## src/design/hsp_pkg.sv

```systemverilog
package hsp_pkg;

	// Clock and strap timing
	localparam int          CLK_MHZ        = 125;
	localparam int          STRAP_HOLD_NS  = 100;
	localparam logic [7:0]  STRAP_HOLD_CYC =
		8'((STRAP_HOLD_NS * CLK_MHZ + 999) / 1000);
	localparam logic [7:0]  HOLD_CNT_RST   = 8'h00;
	localparam logic [7:0]  HOLD_CNT_ONE   = 8'h01;

	// Register byte offsets
	localparam logic [7:0]  REG_CTRL       = 8'h00;
	localparam logic [7:0]  REG_STRAP      = 8'h04;
	localparam logic [7:0]  REG_OC         = 8'h08;
	localparam logic [7:0]  REG_STATE      = 8'h0C;

	// Reset values
	localparam logic [1:0]  CTRL_RST       = 2'h3;
	localparam logic [31:0] RDATA_RST      = 32'h0000_0000;

	// Field positions
	localparam int          CTRL_PWR_LSB   = 0;
	localparam int          STRAP_DIS_LSB  = 0;
	localparam int          STRAP_CHG_BIT  = 2;
	localparam int          STRAP_FIX_LSB  = 3;
	localparam int          STRAP_RSV_BIT  = 5;
	localparam int          STRAP_CFG_BIT  = 6;
	localparam int          STRAP_CODE_LSB = 8;
	localparam int          OC_LIVE_LSB    = 0;
	localparam int          OC_STICKY_LSB  = 4;

	// Configuration method that enables the port-disable straps
	localparam logic        CFG_STRAP_MODE = 1'h0;

	// Fixed-port codes
	localparam logic [1:0]  FIX_NONE       = 2'h0;
	localparam logic [1:0]  FIX_PORT1      = 2'h1;
	localparam logic [1:0]  FIX_BOTH       = 2'h2;
	localparam logic [1:0]  FIX_RSVD       = 2'h3;

	typedef enum logic [1:0] {
		ST_SAMPLE = 2'h0,
		ST_HOLD   = 2'h1,
		ST_RUN    = 2'h3
	} hsp_state_t;

	// Per-port mask of fixed ports; reserved code gives none
	function automatic logic [1:0] hsp_fixed_mask(input logic [1:0] code);
		case (code)
			FIX_PORT1: hsp_fixed_mask = 2'h1;
			FIX_BOTH:  hsp_fixed_mask = 2'h3;
			default:   hsp_fixed_mask = 2'h0;
		endcase
	endfunction : hsp_fixed_mask

endpackage : hsp_pkg

```

## src/design/hsp_oc_monitor.sv

```systemverilog
`timescale 1ns/1ns
module hsp_oc_monitor (
	input  wire logic       pclk,
	input  wire logic       presetn,
	input  wire logic [1:0] oc_n,
	input  wire logic [1:0] clear,
	output logic      [1:0] oc_live,
	output logic      [1:0] oc_sticky
);
	import hsp_pkg::*;

	logic [1:0] live_q, live_d;
	logic [1:0] sticky_q, sticky_d;

	always_comb begin
		live_d   = ~oc_n;
		sticky_d = live_d | (sticky_q & ~clear);
	end

	always_ff @(posedge pclk or negedge presetn) begin
		if (!presetn) begin
			live_q   <= 2'h0;
			sticky_q <= 2'h0;
		end else begin
			live_q   <= live_d;
			sticky_q <= sticky_d;
		end
	end

	assign oc_live   = live_q;
	assign oc_sticky = sticky_q;
endmodule : hsp_oc_monitor

```

## src/design/hsp_strap_latch.sv

```systemverilog
`timescale 1ns/1ns
module hsp_strap_latch (
	input  wire logic       pclk,
	input  wire logic       presetn,
	input  wire logic       capture,
	input  wire logic [1:0] dis_pos,
	input  wire logic [1:0] dis_neg,
	input  wire logic       chg_pin,
	input  wire logic [1:0] fix_pins,
	input  wire logic       cfg_pin,
	output logic      [1:0] port_disabled,
	output logic            charging_support,
	output logic      [1:0] fixed_code,
	output logic            cfg_method
);
	import hsp_pkg::*;

	logic [1:0] dis_q, dis_d;
	logic       chg_q, chg_d;
	logic [1:0] fix_q, fix_d;
	logic       cfg_q, cfg_d;

	// Values are taken once and then held until the next reset
	always_comb begin
		dis_d = dis_q;
		chg_d = chg_q;
		fix_d = fix_q;
		cfg_d = cfg_q;
		if (capture) begin
			cfg_d = cfg_pin;
			dis_d = (cfg_pin == CFG_STRAP_MODE) ? (dis_pos & dis_neg) : 2'h0;
			chg_d = chg_pin;
			fix_d = fix_pins;
		end
	end

	always_ff @(posedge pclk or negedge presetn) begin
		if (!presetn) begin
			dis_q <= 2'h0;
			chg_q <= 1'h0;
			fix_q <= FIX_NONE;
			cfg_q <= 1'h0;
		end else begin
			dis_q <= dis_d;
			chg_q <= chg_d;
			fix_q <= fix_d;
			cfg_q <= cfg_d;
		end
	end

	assign port_disabled    = dis_q;
	assign charging_support = chg_q;
	assign fixed_code       = fix_q;
	assign cfg_method       = cfg_q;

endmodule : hsp_strap_latch

```

## src/design/hsp_strap_port_power.sv

```systemverilog
`timescale 1ns/1ns
// Contract
// - Sample port data pins when straps enabled
// - Power enables drive active high
// - Port 1 power pin sampled as charging
// - Pull-down held until strap hold ends
// - Over-current inputs active low
// - Two fixed-port pins sampled together
// - Decode fixed-port code 00/01/10/11
// - Configuration select latched at reset release
module hsp_strap_port_power (
	input  wire logic        pclk,
	input  wire logic        presetn,
	input  wire logic        psel,
	input  wire logic        penable,
	input  wire logic        pwrite,
	input  wire logic [7:0]  paddr,
	input  wire logic [31:0] pwdata,
	output logic      [31:0] prdata,
	output logic             pready,
	output logic             pslverr,
	input  wire logic        port1_disable_strap_pos,
	input  wire logic        port1_disable_strap_neg,
	input  wire logic        port2_disable_strap_pos,
	input  wire logic        port2_disable_strap_neg,
	input  wire logic        port1_power_enable_i,
	output logic             port1_power_enable_o,
	output logic             port1_power_enable_oe,
	output logic             port1_charging_pulldown_en,
	output logic             port2_power_enable,
	input  wire logic        port1_overcurrent_n,
	input  wire logic        port2_overcurrent_n,
	input  wire logic        fixed_port_strap_hi,
	input  wire logic        fixed_port_strap_lo,
	input  wire logic        mgmt_bus_clock,
	output logic      [1:0]  port_disabled,
	output logic             charging_support,
	output logic      [1:0]  fixed_port_mask,
	output logic             fixed_code_reserved,
	output logic             cfg_method,
	output logic      [1:0]  overcurrent_flag
);
	import hsp_pkg::*;

	hsp_state_t  state_q, state_d;
	logic [7:0]  hold_cnt_q, hold_cnt_d;
	logic [1:0]  ctrl_q, ctrl_d;
	logic [31:0] prdata_q, prdata_d;
	logic        pwr1_q, pwr1_d;
	logic        pwr1_oe_q, pwr1_oe_d;
	logic        pwr2_q, pwr2_d;
	logic        pdn_q, pdn_d;
	logic [1:0]  fixed_code;
	logic [1:0]  oc_sticky;
	logic [1:0]  oc_clear;
	logic        capture;
	logic        setup_ph;
	logic        access_ph;
	logic        addr_hit;
	logic        wr_en;
	logic [31:0] rd_value;

	assign capture = (state_q == ST_SAMPLE);

	hsp_strap_latch u_straps (
		.pclk             (pclk),
		.presetn          (presetn),
		.capture          (capture),
		.dis_pos          ({port2_disable_strap_pos, port1_disable_strap_pos}),
		.dis_neg          ({port2_disable_strap_neg, port1_disable_strap_neg}),
		.chg_pin          (port1_power_enable_i),
		.fix_pins         ({fixed_port_strap_hi, fixed_port_strap_lo}),
		.cfg_pin          (mgmt_bus_clock),
		.port_disabled    (port_disabled),
		.charging_support (charging_support),
		.fixed_code       (fixed_code),
		.cfg_method       (cfg_method)
	);

	hsp_oc_monitor u_oc (
		.pclk      (pclk),
		.presetn   (presetn),
		.oc_n      ({port2_overcurrent_n, port1_overcurrent_n}),
		.clear     (oc_clear),
		.oc_live   (overcurrent_flag),
		.oc_sticky (oc_sticky)
	);

	assign fixed_port_mask     = hsp_fixed_mask(fixed_code);
	assign fixed_code_reserved = (fixed_code == FIX_RSVD);

	// Strap sampling, hold and run sequence
	always_comb begin
		state_d    = state_q;
		hold_cnt_d = hold_cnt_q;
		case (state_q)
			ST_SAMPLE: begin
				state_d    = ST_HOLD;
				hold_cnt_d = HOLD_CNT_RST;
			end
			ST_HOLD: begin
				hold_cnt_d = hold_cnt_q + HOLD_CNT_ONE;
				if (hold_cnt_q == STRAP_HOLD_CYC - HOLD_CNT_ONE) begin
					state_d = ST_RUN;
				end
			end
			ST_RUN: begin
				state_d = ST_RUN;
			end
			default: begin
				state_d = ST_SAMPLE;
			end
		endcase
	end

	always_ff @(posedge pclk or negedge presetn) begin
		if (!presetn) begin
			state_q    <= ST_SAMPLE;
			hold_cnt_q <= HOLD_CNT_RST;
		end else begin
			state_q    <= state_d;
			hold_cnt_q <= hold_cnt_d;
		end
	end

	// Port power pins
	always_comb begin
		pdn_d     = (state_d != ST_RUN);
		pwr1_oe_d = (state_d == ST_RUN);
		pwr1_d    = pwr1_oe_d && ctrl_d[0] && !port_disabled[0];
		pwr2_d    = (state_d == ST_RUN) && ctrl_d[1] && !port_disabled[1];
	end

	always_ff @(posedge pclk or negedge presetn) begin
		if (!presetn) begin
			pdn_q     <= 1'h1;
			pwr1_oe_q <= 1'h0;
			pwr1_q    <= 1'h0;
			pwr2_q    <= 1'h0;
		end else begin
			pdn_q     <= pdn_d;
			pwr1_oe_q <= pwr1_oe_d;
			pwr1_q    <= pwr1_d;
			pwr2_q    <= pwr2_d;
		end
	end

	assign port1_charging_pulldown_en = pdn_q;
	assign port1_power_enable_oe      = pwr1_oe_q;
	assign port1_power_enable_o       = pwr1_q;
	assign port2_power_enable         = pwr2_q;

	// APB slave, zero wait states, read data captured in setup
	assign setup_ph  = psel && !penable;
	assign access_ph = psel && penable;
	assign addr_hit  = (paddr == REG_CTRL) || (paddr == REG_STRAP) ||
		(paddr == REG_OC) || (paddr == REG_STATE);
	assign pready    = 1'b1;
	assign pslverr   = access_ph && !addr_hit;
	assign wr_en     = access_ph && pwrite && addr_hit;
	assign oc_clear  = (wr_en && paddr == REG_OC) ?
		pwdata[OC_STICKY_LSB +: 2] : 2'h0;

	always_comb begin
		rd_value = 32'h0000_0000;
		case (paddr)
			REG_CTRL: begin
				rd_value[CTRL_PWR_LSB +: 2] = ctrl_q;
			end
			REG_STRAP: begin
				rd_value[STRAP_DIS_LSB +: 2]  = port_disabled;
				rd_value[STRAP_CHG_BIT]       = charging_support;
				rd_value[STRAP_FIX_LSB +: 2]  = fixed_port_mask;
				rd_value[STRAP_RSV_BIT]       = fixed_code_reserved;
				rd_value[STRAP_CFG_BIT]       = cfg_method;
				rd_value[STRAP_CODE_LSB +: 2] = fixed_code;
			end
			REG_OC: begin
				rd_value[OC_LIVE_LSB +: 2]   = overcurrent_flag;
				rd_value[OC_STICKY_LSB +: 2] = oc_sticky;
			end
			REG_STATE: begin
				rd_value[1:0] = state_q;
			end
			default: begin
				rd_value = 32'h0000_0000;
			end
		endcase
	end

	always_comb begin
		ctrl_d   = ctrl_q;
		prdata_d = prdata_q;
		if (wr_en && paddr == REG_CTRL) begin
			ctrl_d = pwdata[CTRL_PWR_LSB +: 2];
		end
		if (setup_ph) begin
			prdata_d = pwrite ? RDATA_RST : rd_value;
		end
	end

	always_ff @(posedge pclk or negedge presetn) begin
		if (!presetn) begin
			ctrl_q   <= CTRL_RST;
			prdata_q <= RDATA_RST;
		end else begin
			ctrl_q   <= ctrl_d;
			prdata_q <= prdata_d;
		end
	end

	assign prdata = prdata_q;
endmodule : hsp_strap_port_power

```

## config.mk

```make
export PLATFORM = sky130hd
export DESIGN_NAME = hsp_strap_port_power
export DESIGN_NICKNAME = d
export VERILOG_FILES = /design/src/design/hsp_pkg.sv /design/src/design/hsp_oc_monitor.sv /design/src/design/hsp_strap_latch.sv /design/src/design/hsp_strap_port_power.sv
export SDC_FILE = /design/constraint.sdc
export NUM_CORES = 1
export LEC_CHECK = 0
export ABC_AREA = 0
export BUFFER_PORTS_ARGS = -buffer_cell sky130_fd_sc_hd__buf_2
export CAP_MARGIN = 20
export CORE_ASPECT_RATIO = 0.5
export CORE_MARGIN = 5
export CORE_UTILIZATION = 47
export DETAILED_ROUTE_END_ITERATION = 12
export HOLD_SLACK_MARGIN = 0.06
export PLACE_DENSITY = 0.84
export SLEW_MARGIN = 30
export SYNTH_ARGS = -nofsm -noshare
export SYNTH_HDL_FRONTEND = slang
export SYNTH_SLANG_ARGS = --single-unit
```

## constraint.sdc

```tcl
create_clock -name pclk -period 3.7 [get_ports pclk]
set_input_delay 0.74 -clock pclk [delete_from_list [all_inputs] [get_ports pclk]]
set_output_delay 0.74 -clock pclk [all_outputs]
set_load 0.03 [all_outputs]
```

# Word-level counts from Yosys, hierarchy flattened
# Index checks and enable logic that the tools add are counted.
[classes] n_addsub=1 bitwise_logic=5 n_reduce_logical=21 n_eq_ne=11 n_mux=13
[ops] op="8-bit by 4-bit equality test with 1-bit output (second input constant)" count=3
[ops] op="8-bit case mux with 2 select lines" count=1
[ops] op="2-bit two-way mux" count=6
[ops] op="1-bit logical AND" count=11
[ops] op="10-bit two-way mux" count=1
[ops] op="8-bit by 1-bit adder with 8-bit output (second input constant)" count=1
[ops] op="2-bit equality test (second input constant)" count=4
[ops] op="8-bit by 3-bit equality test with 1-bit output (second input constant)" count=1
[ops] op="8-bit zero test" count=1
[ops] op="2-bit case mux with 2 select lines" count=2
[ops] op="2-bit case mux with 4 select lines" count=1
[ops] op="2-bit case mux with 3 select lines" count=1
[ops] op="2-bit AND" count=2
[ops] op="2-bit by 1-bit equality test with 1-bit output (second input constant)" count=2
[ops] op="1-bit zero test" count=4
[ops] op="2-bit NOT" count=2
[ops] op="1-bit logical OR" count=3
[ops] op="2-bit zero test" count=1
[ops] op="2-bit != test (second input constant)" count=1
[ops] op="2-bit bitwise OR" count=1
[ops] op="2-bit nonzero test" count=1
[ops] op="1-bit two-way mux" count=1
[word_totals] word_cells=65 output_inout_bits=47 reg_bits=58 inputBits=55

# Depth between registers and ports, before layout
[logic_depth] depth_word=10 mapped_depth=5 mapped_depth_nobuf=5

# By module
# From an unflattened synthesis, not the netlist that was laid out.
[unflattened] hier_cells=166 hier_area_um2=1848.0
[modules_own_cells] mod="hsp_strap_port_power" cells_per_inst=139 area_per_inst_um2=1458.9 instances=1
[modules_own_cells] mod="hsp_strap_latch" cells_per_inst=17 area_per_inst_um2=256.5 instances=1
[modules_own_cells] mod="hsp_oc_monitor" cells_per_inst=10 area_per_inst_um2=132.6 instances=1

# Least setup slack after synthesis
# OpenSTA, ideal clock, no wires.
[synth_path] path_type="input to output" from="in paddr[5]" to="out pslverr" n_path_buf=0 required_ns=2.960 path_stages=3 arrival_time_ns=1.869 slack_ns=1.091 path_cell_list="or4_4 -> or2_2 -> and3_1"
[synth_between] elab_chain_cells=6 word_cells_on_any_way=9 classes_between="3 x eq/ne; 6 x reduce/logical"
[synth_lines] element="from (decl)" line_no="hsp_strap_port_power.sv:17" source="input wire logic [7:0] paddr,"
[synth_lines] element="8-bit by 3-bit equality test with 1-bit output / 8-bit zero test (equally long branches)" line_no="hsp_strap_port_power.sv:156" source="assign addr_hit = (paddr == REG_CTRL) || (paddr == REG_STRAP) ||"
[synth_lines] element="1-bit logical OR (2 in a row)" line_no="hsp_strap_port_power.sv:156"
[synth_lines] element="1-bit logical OR *" line_no="hsp_strap_port_power.sv:157" source="(paddr == REG_OC) || (paddr == REG_STATE);"
[synth_lines] element="1-bit zero test *" line_no="hsp_strap_port_power.sv:159" source="assign pslverr = access_ph && !addr_hit;"
[synth_lines] element="1-bit logical AND *" line_no="hsp_strap_port_power.sv:159"
[synth_lines] element="to (decl)" line_no="hsp_strap_port_power.sv:21" source="output logic pslverr,"
# Every way passes the cells marked *; elsewhere a longest branch is shown, timed or not.

# Worst setup path after layout
# Same ends and word-level chain as after synthesis.

==> impl_metrics.yaml <==
status:
  status: "completed"
clocking:
  cts_htree_levels: 2
  cts_buffer_depth: 2
  ctsResizeCount: 0
  clock_latency_ns: 0.29
  cts_hold_buffers: 0
  cts_sinks: 35
  cts_buffers: 5
  cts_setup_buffers: 0
  cts_tree: "built"
  root_buffer: "clkbuf_8"
  path_clk_slew_ns: 0.06
critical_path:
  startpoint_type: "input pin"
  r2r_slack_ns: 2.12
  cp_slowest_cell: "or4_4"
  worstPathArrival_ns: 2.06
  worstSetupPathType: "input pin to output pin"
  cp-end-kind: "output pin"
  path_common_cell: "buf_2"
  r2r_start: "state_q[1]$_DFF_PN0_"
  cpPeakStageDelay_ns: 0.55
  cp_max_fo: 3
  critPathTopFamily: "simple AND/OR/NAND/NOR gates"
  r2r_end: "u_straps.charging_support$_DFFE_PN0P_"
  critPathBufInv: 2
  path_cells: "buf_2, or4_4, or2_2, and3_1, buf_2"
  worstPathRequired_ns: 2.96
  ff2ff_path_depth: 2
job:
  drv_cap: 0
synth:
  yosys.area.top_type_share: 0.4501
  synthFlopType: "dfrtp_1"
  postSynthCellCount: 163
  ys_seq_area_frac: 0.4944
  yosysWarnings: 0
  synthDistinctLibCells: 35
  yosysMostFrequentCell: "dfrtp_1"
  synth_top_area_cell: "dfrtp_1"
  synth-seq-cells: 35
  syn_avg_cell_area_um2: 10.92
  async_reset_ff_frac: 1.000
  synth_area_leaders: "dfrtp_1 45%, buf_4 10%, dfstp_2 4.4%"
  synth_edf_count: 0
  syn_area_um2: 1779
  synth_commonest_cells: "32 x dfrtp_1, 24 x buf_4, 17 x nand2_1"
sta:
  min_period_ns: 2.801
  finalSetupViolations: 0
  rsz0062_at_grt: "no"
  finalCritPeriodShare: 0.7572
  clock.fmax_mhz: 357.0
  relSlewSlack: 0.5066
  clock_skew_ns: 0.004707
  tns_ns: 0
  finalHoldViolCount: 0
  slew_violations: 0
  worstMarginPinSlew_ns: 0.7401
floorplan:
  core_um2: 3547
  num_rows: 15
  dieArea_um2: 5191
  dieWidth_um: 97.01
  fp.dieH_um: 53.51
  start_util: 0.5016
  io_pins: 102
min_path:
  hold_path.class: "flip-flop to flip-flop"
  hold_depth: 2
  min_from: "prdata[4]$_DFFE_PN0P_"
  hold_end: "prdata[4]$_DFFE_PN0P_"
cells_and_area:
  seq_area_um2: 879.6
  num_antenna_cells: 0
  layout.nets: 272
  final_layout_size_suffix_gt1_frac: 0.3411
  multi_input_area_um2: 753.2
  stdcell_area_um2: 2059
  final_core_util: 0.5806
  nFillCells: 299
  area_growth_pct: 15.75
placed_design:
  place_congestion: 0.7667
  io_buffer_count: 49
  hpwlAfterDp_um: 2811
  dpl_cell_area_um2: 1976
global_route:
  grtUsageTotal: 0.1553
  grt_pass1_wl_um: 6065
  antenna_found_initial: 0
  grt_max_degree: 36
  grt.overflow.total: 0
  first_global_vias: 1343
pwr:
  vdd_drop_max_v: 0.0001332
  leakagePower_uw: 0.001027
  p_total_uw: 753.2
  power_density_nw_per_um2: 365.7
drt:
  firstDrtPassIters: 4
  dr_total_vias: 1316
  routed_wl_um: 3631
  drc: 0
  final_antenna_net_count: 0
  drt_iter0_markers: 84
  routed_via_density: 4.966
  wl_per_cell_um: 13.70
[flip-flops by register name, indices dropped and copies added, names as in the netlist]
register and cells:
u_straps.fixed_code 2, hold_cnt_q 8, port1_charging_pulldown_en 1, u_oc.oc_live 2
port1_power_enable_o 1, state_q 2, prdata 9, u_straps.cfg_method 1
u_straps.port_disabled 2, port1_power_enable_oe 1, ctrl_q 2, u_straps.charging_support 1
u_oc.oc_sticky 2, port2_power_enable 1
[how the worst max path moves through the flow]
stage	cells after the start	slack, ns	to	start
global route	5	0.86	pslverr	paddr[5]
floorplan	3	1.09	pslverr	paddr[5]
CTS	5	0.90	pslverr	paddr[5]
global placement	5	0.91	pslverr	paddr[5]
detailed placement	5	0.90	pslverr	paddr[5]
finish	5	0.90	pslverr	paddr[5]
[worst register-to-register path: cells and delay by family (launching register included)]
kind	cells	cell delay [ns]
mux	1	0.40
flops	1	0.57
simple gates	1	0.49
[report_power, final]
group	internal (µW)	switching, µW	total [µW]
sequential	388	3.74	392
clock	129	136	264
combinational	24.2	72.9	97.1
[layer usage]
| layer | GRT usage | up-vias | wire [µm] |
|---|---|---|---|
| met1 | 0.1585 | 627 | 1350 |
| met5 | 0 | - | 0 |
| li1 | - | 617 | - |
| met2 | 0.2763 | 59 | 1857 |
| met4 | 0.07459 | 0 | 87 |
| met3 | 0.07763 | 13 | 336 |
[logic make-up (layout without fill, tap and decap cells)]
| kind of cell | Yosys count | count (layout) | synth area share |
|---|---|---|---|
| flops | 35 | 35 | 0.4944 |
| simple gates | 48 | 48 | 0.1624 |
| xor+xnor | 3 | 3 | 0.01477 |
| buf+inv | 37 | 66 | 0.1287 |
| other cells | 2 | 24 | 0.004221 |
| fa+ha+maj | 4 | 4 | 0.02813 |
| mux | 8 | 8 | 0.06258 |
| compound gates | 26 | 26 | 0.1048 |
[cell type report]
class | count | area share
clock buffer | 5 | 0.03341
clock inverter | 3 | 0.007290
inverter | 9 | 0.01640
multi-input combinational | 113 | 0.3657
sequential | 35 | 0.4271
tap | 51 | 0.03098
timing repair buffer | 49 | 0.1191
[through the flow]
step / hold WS (ns) / instances / setup slack (ns)
final: 0.4778 / 265 / 0.8985
after global routing: 0.5311 / 265 / 0.8612
after CTS: 0.4852 / 265 / 0.8984
after detailed placement: 0.4699 / 257 / 0.9046
after global placement: 0.4609 / 257 / 0.9139
after floorplan: 0.4444 / 185 / 1.091
[placed cells by master, fill, tap and decap left out, drive strengths merged, types with 6 or more instances in the layout]
cell type  Yosys  layout
inv            9       9
nand2b         6       6
buf           24      49
nand2         17      17
a22o           7       7
dfrtp         32      32
conb           2      24
o21ai          8       8
No activity file was read; power rests on OpenSTA's default activity.
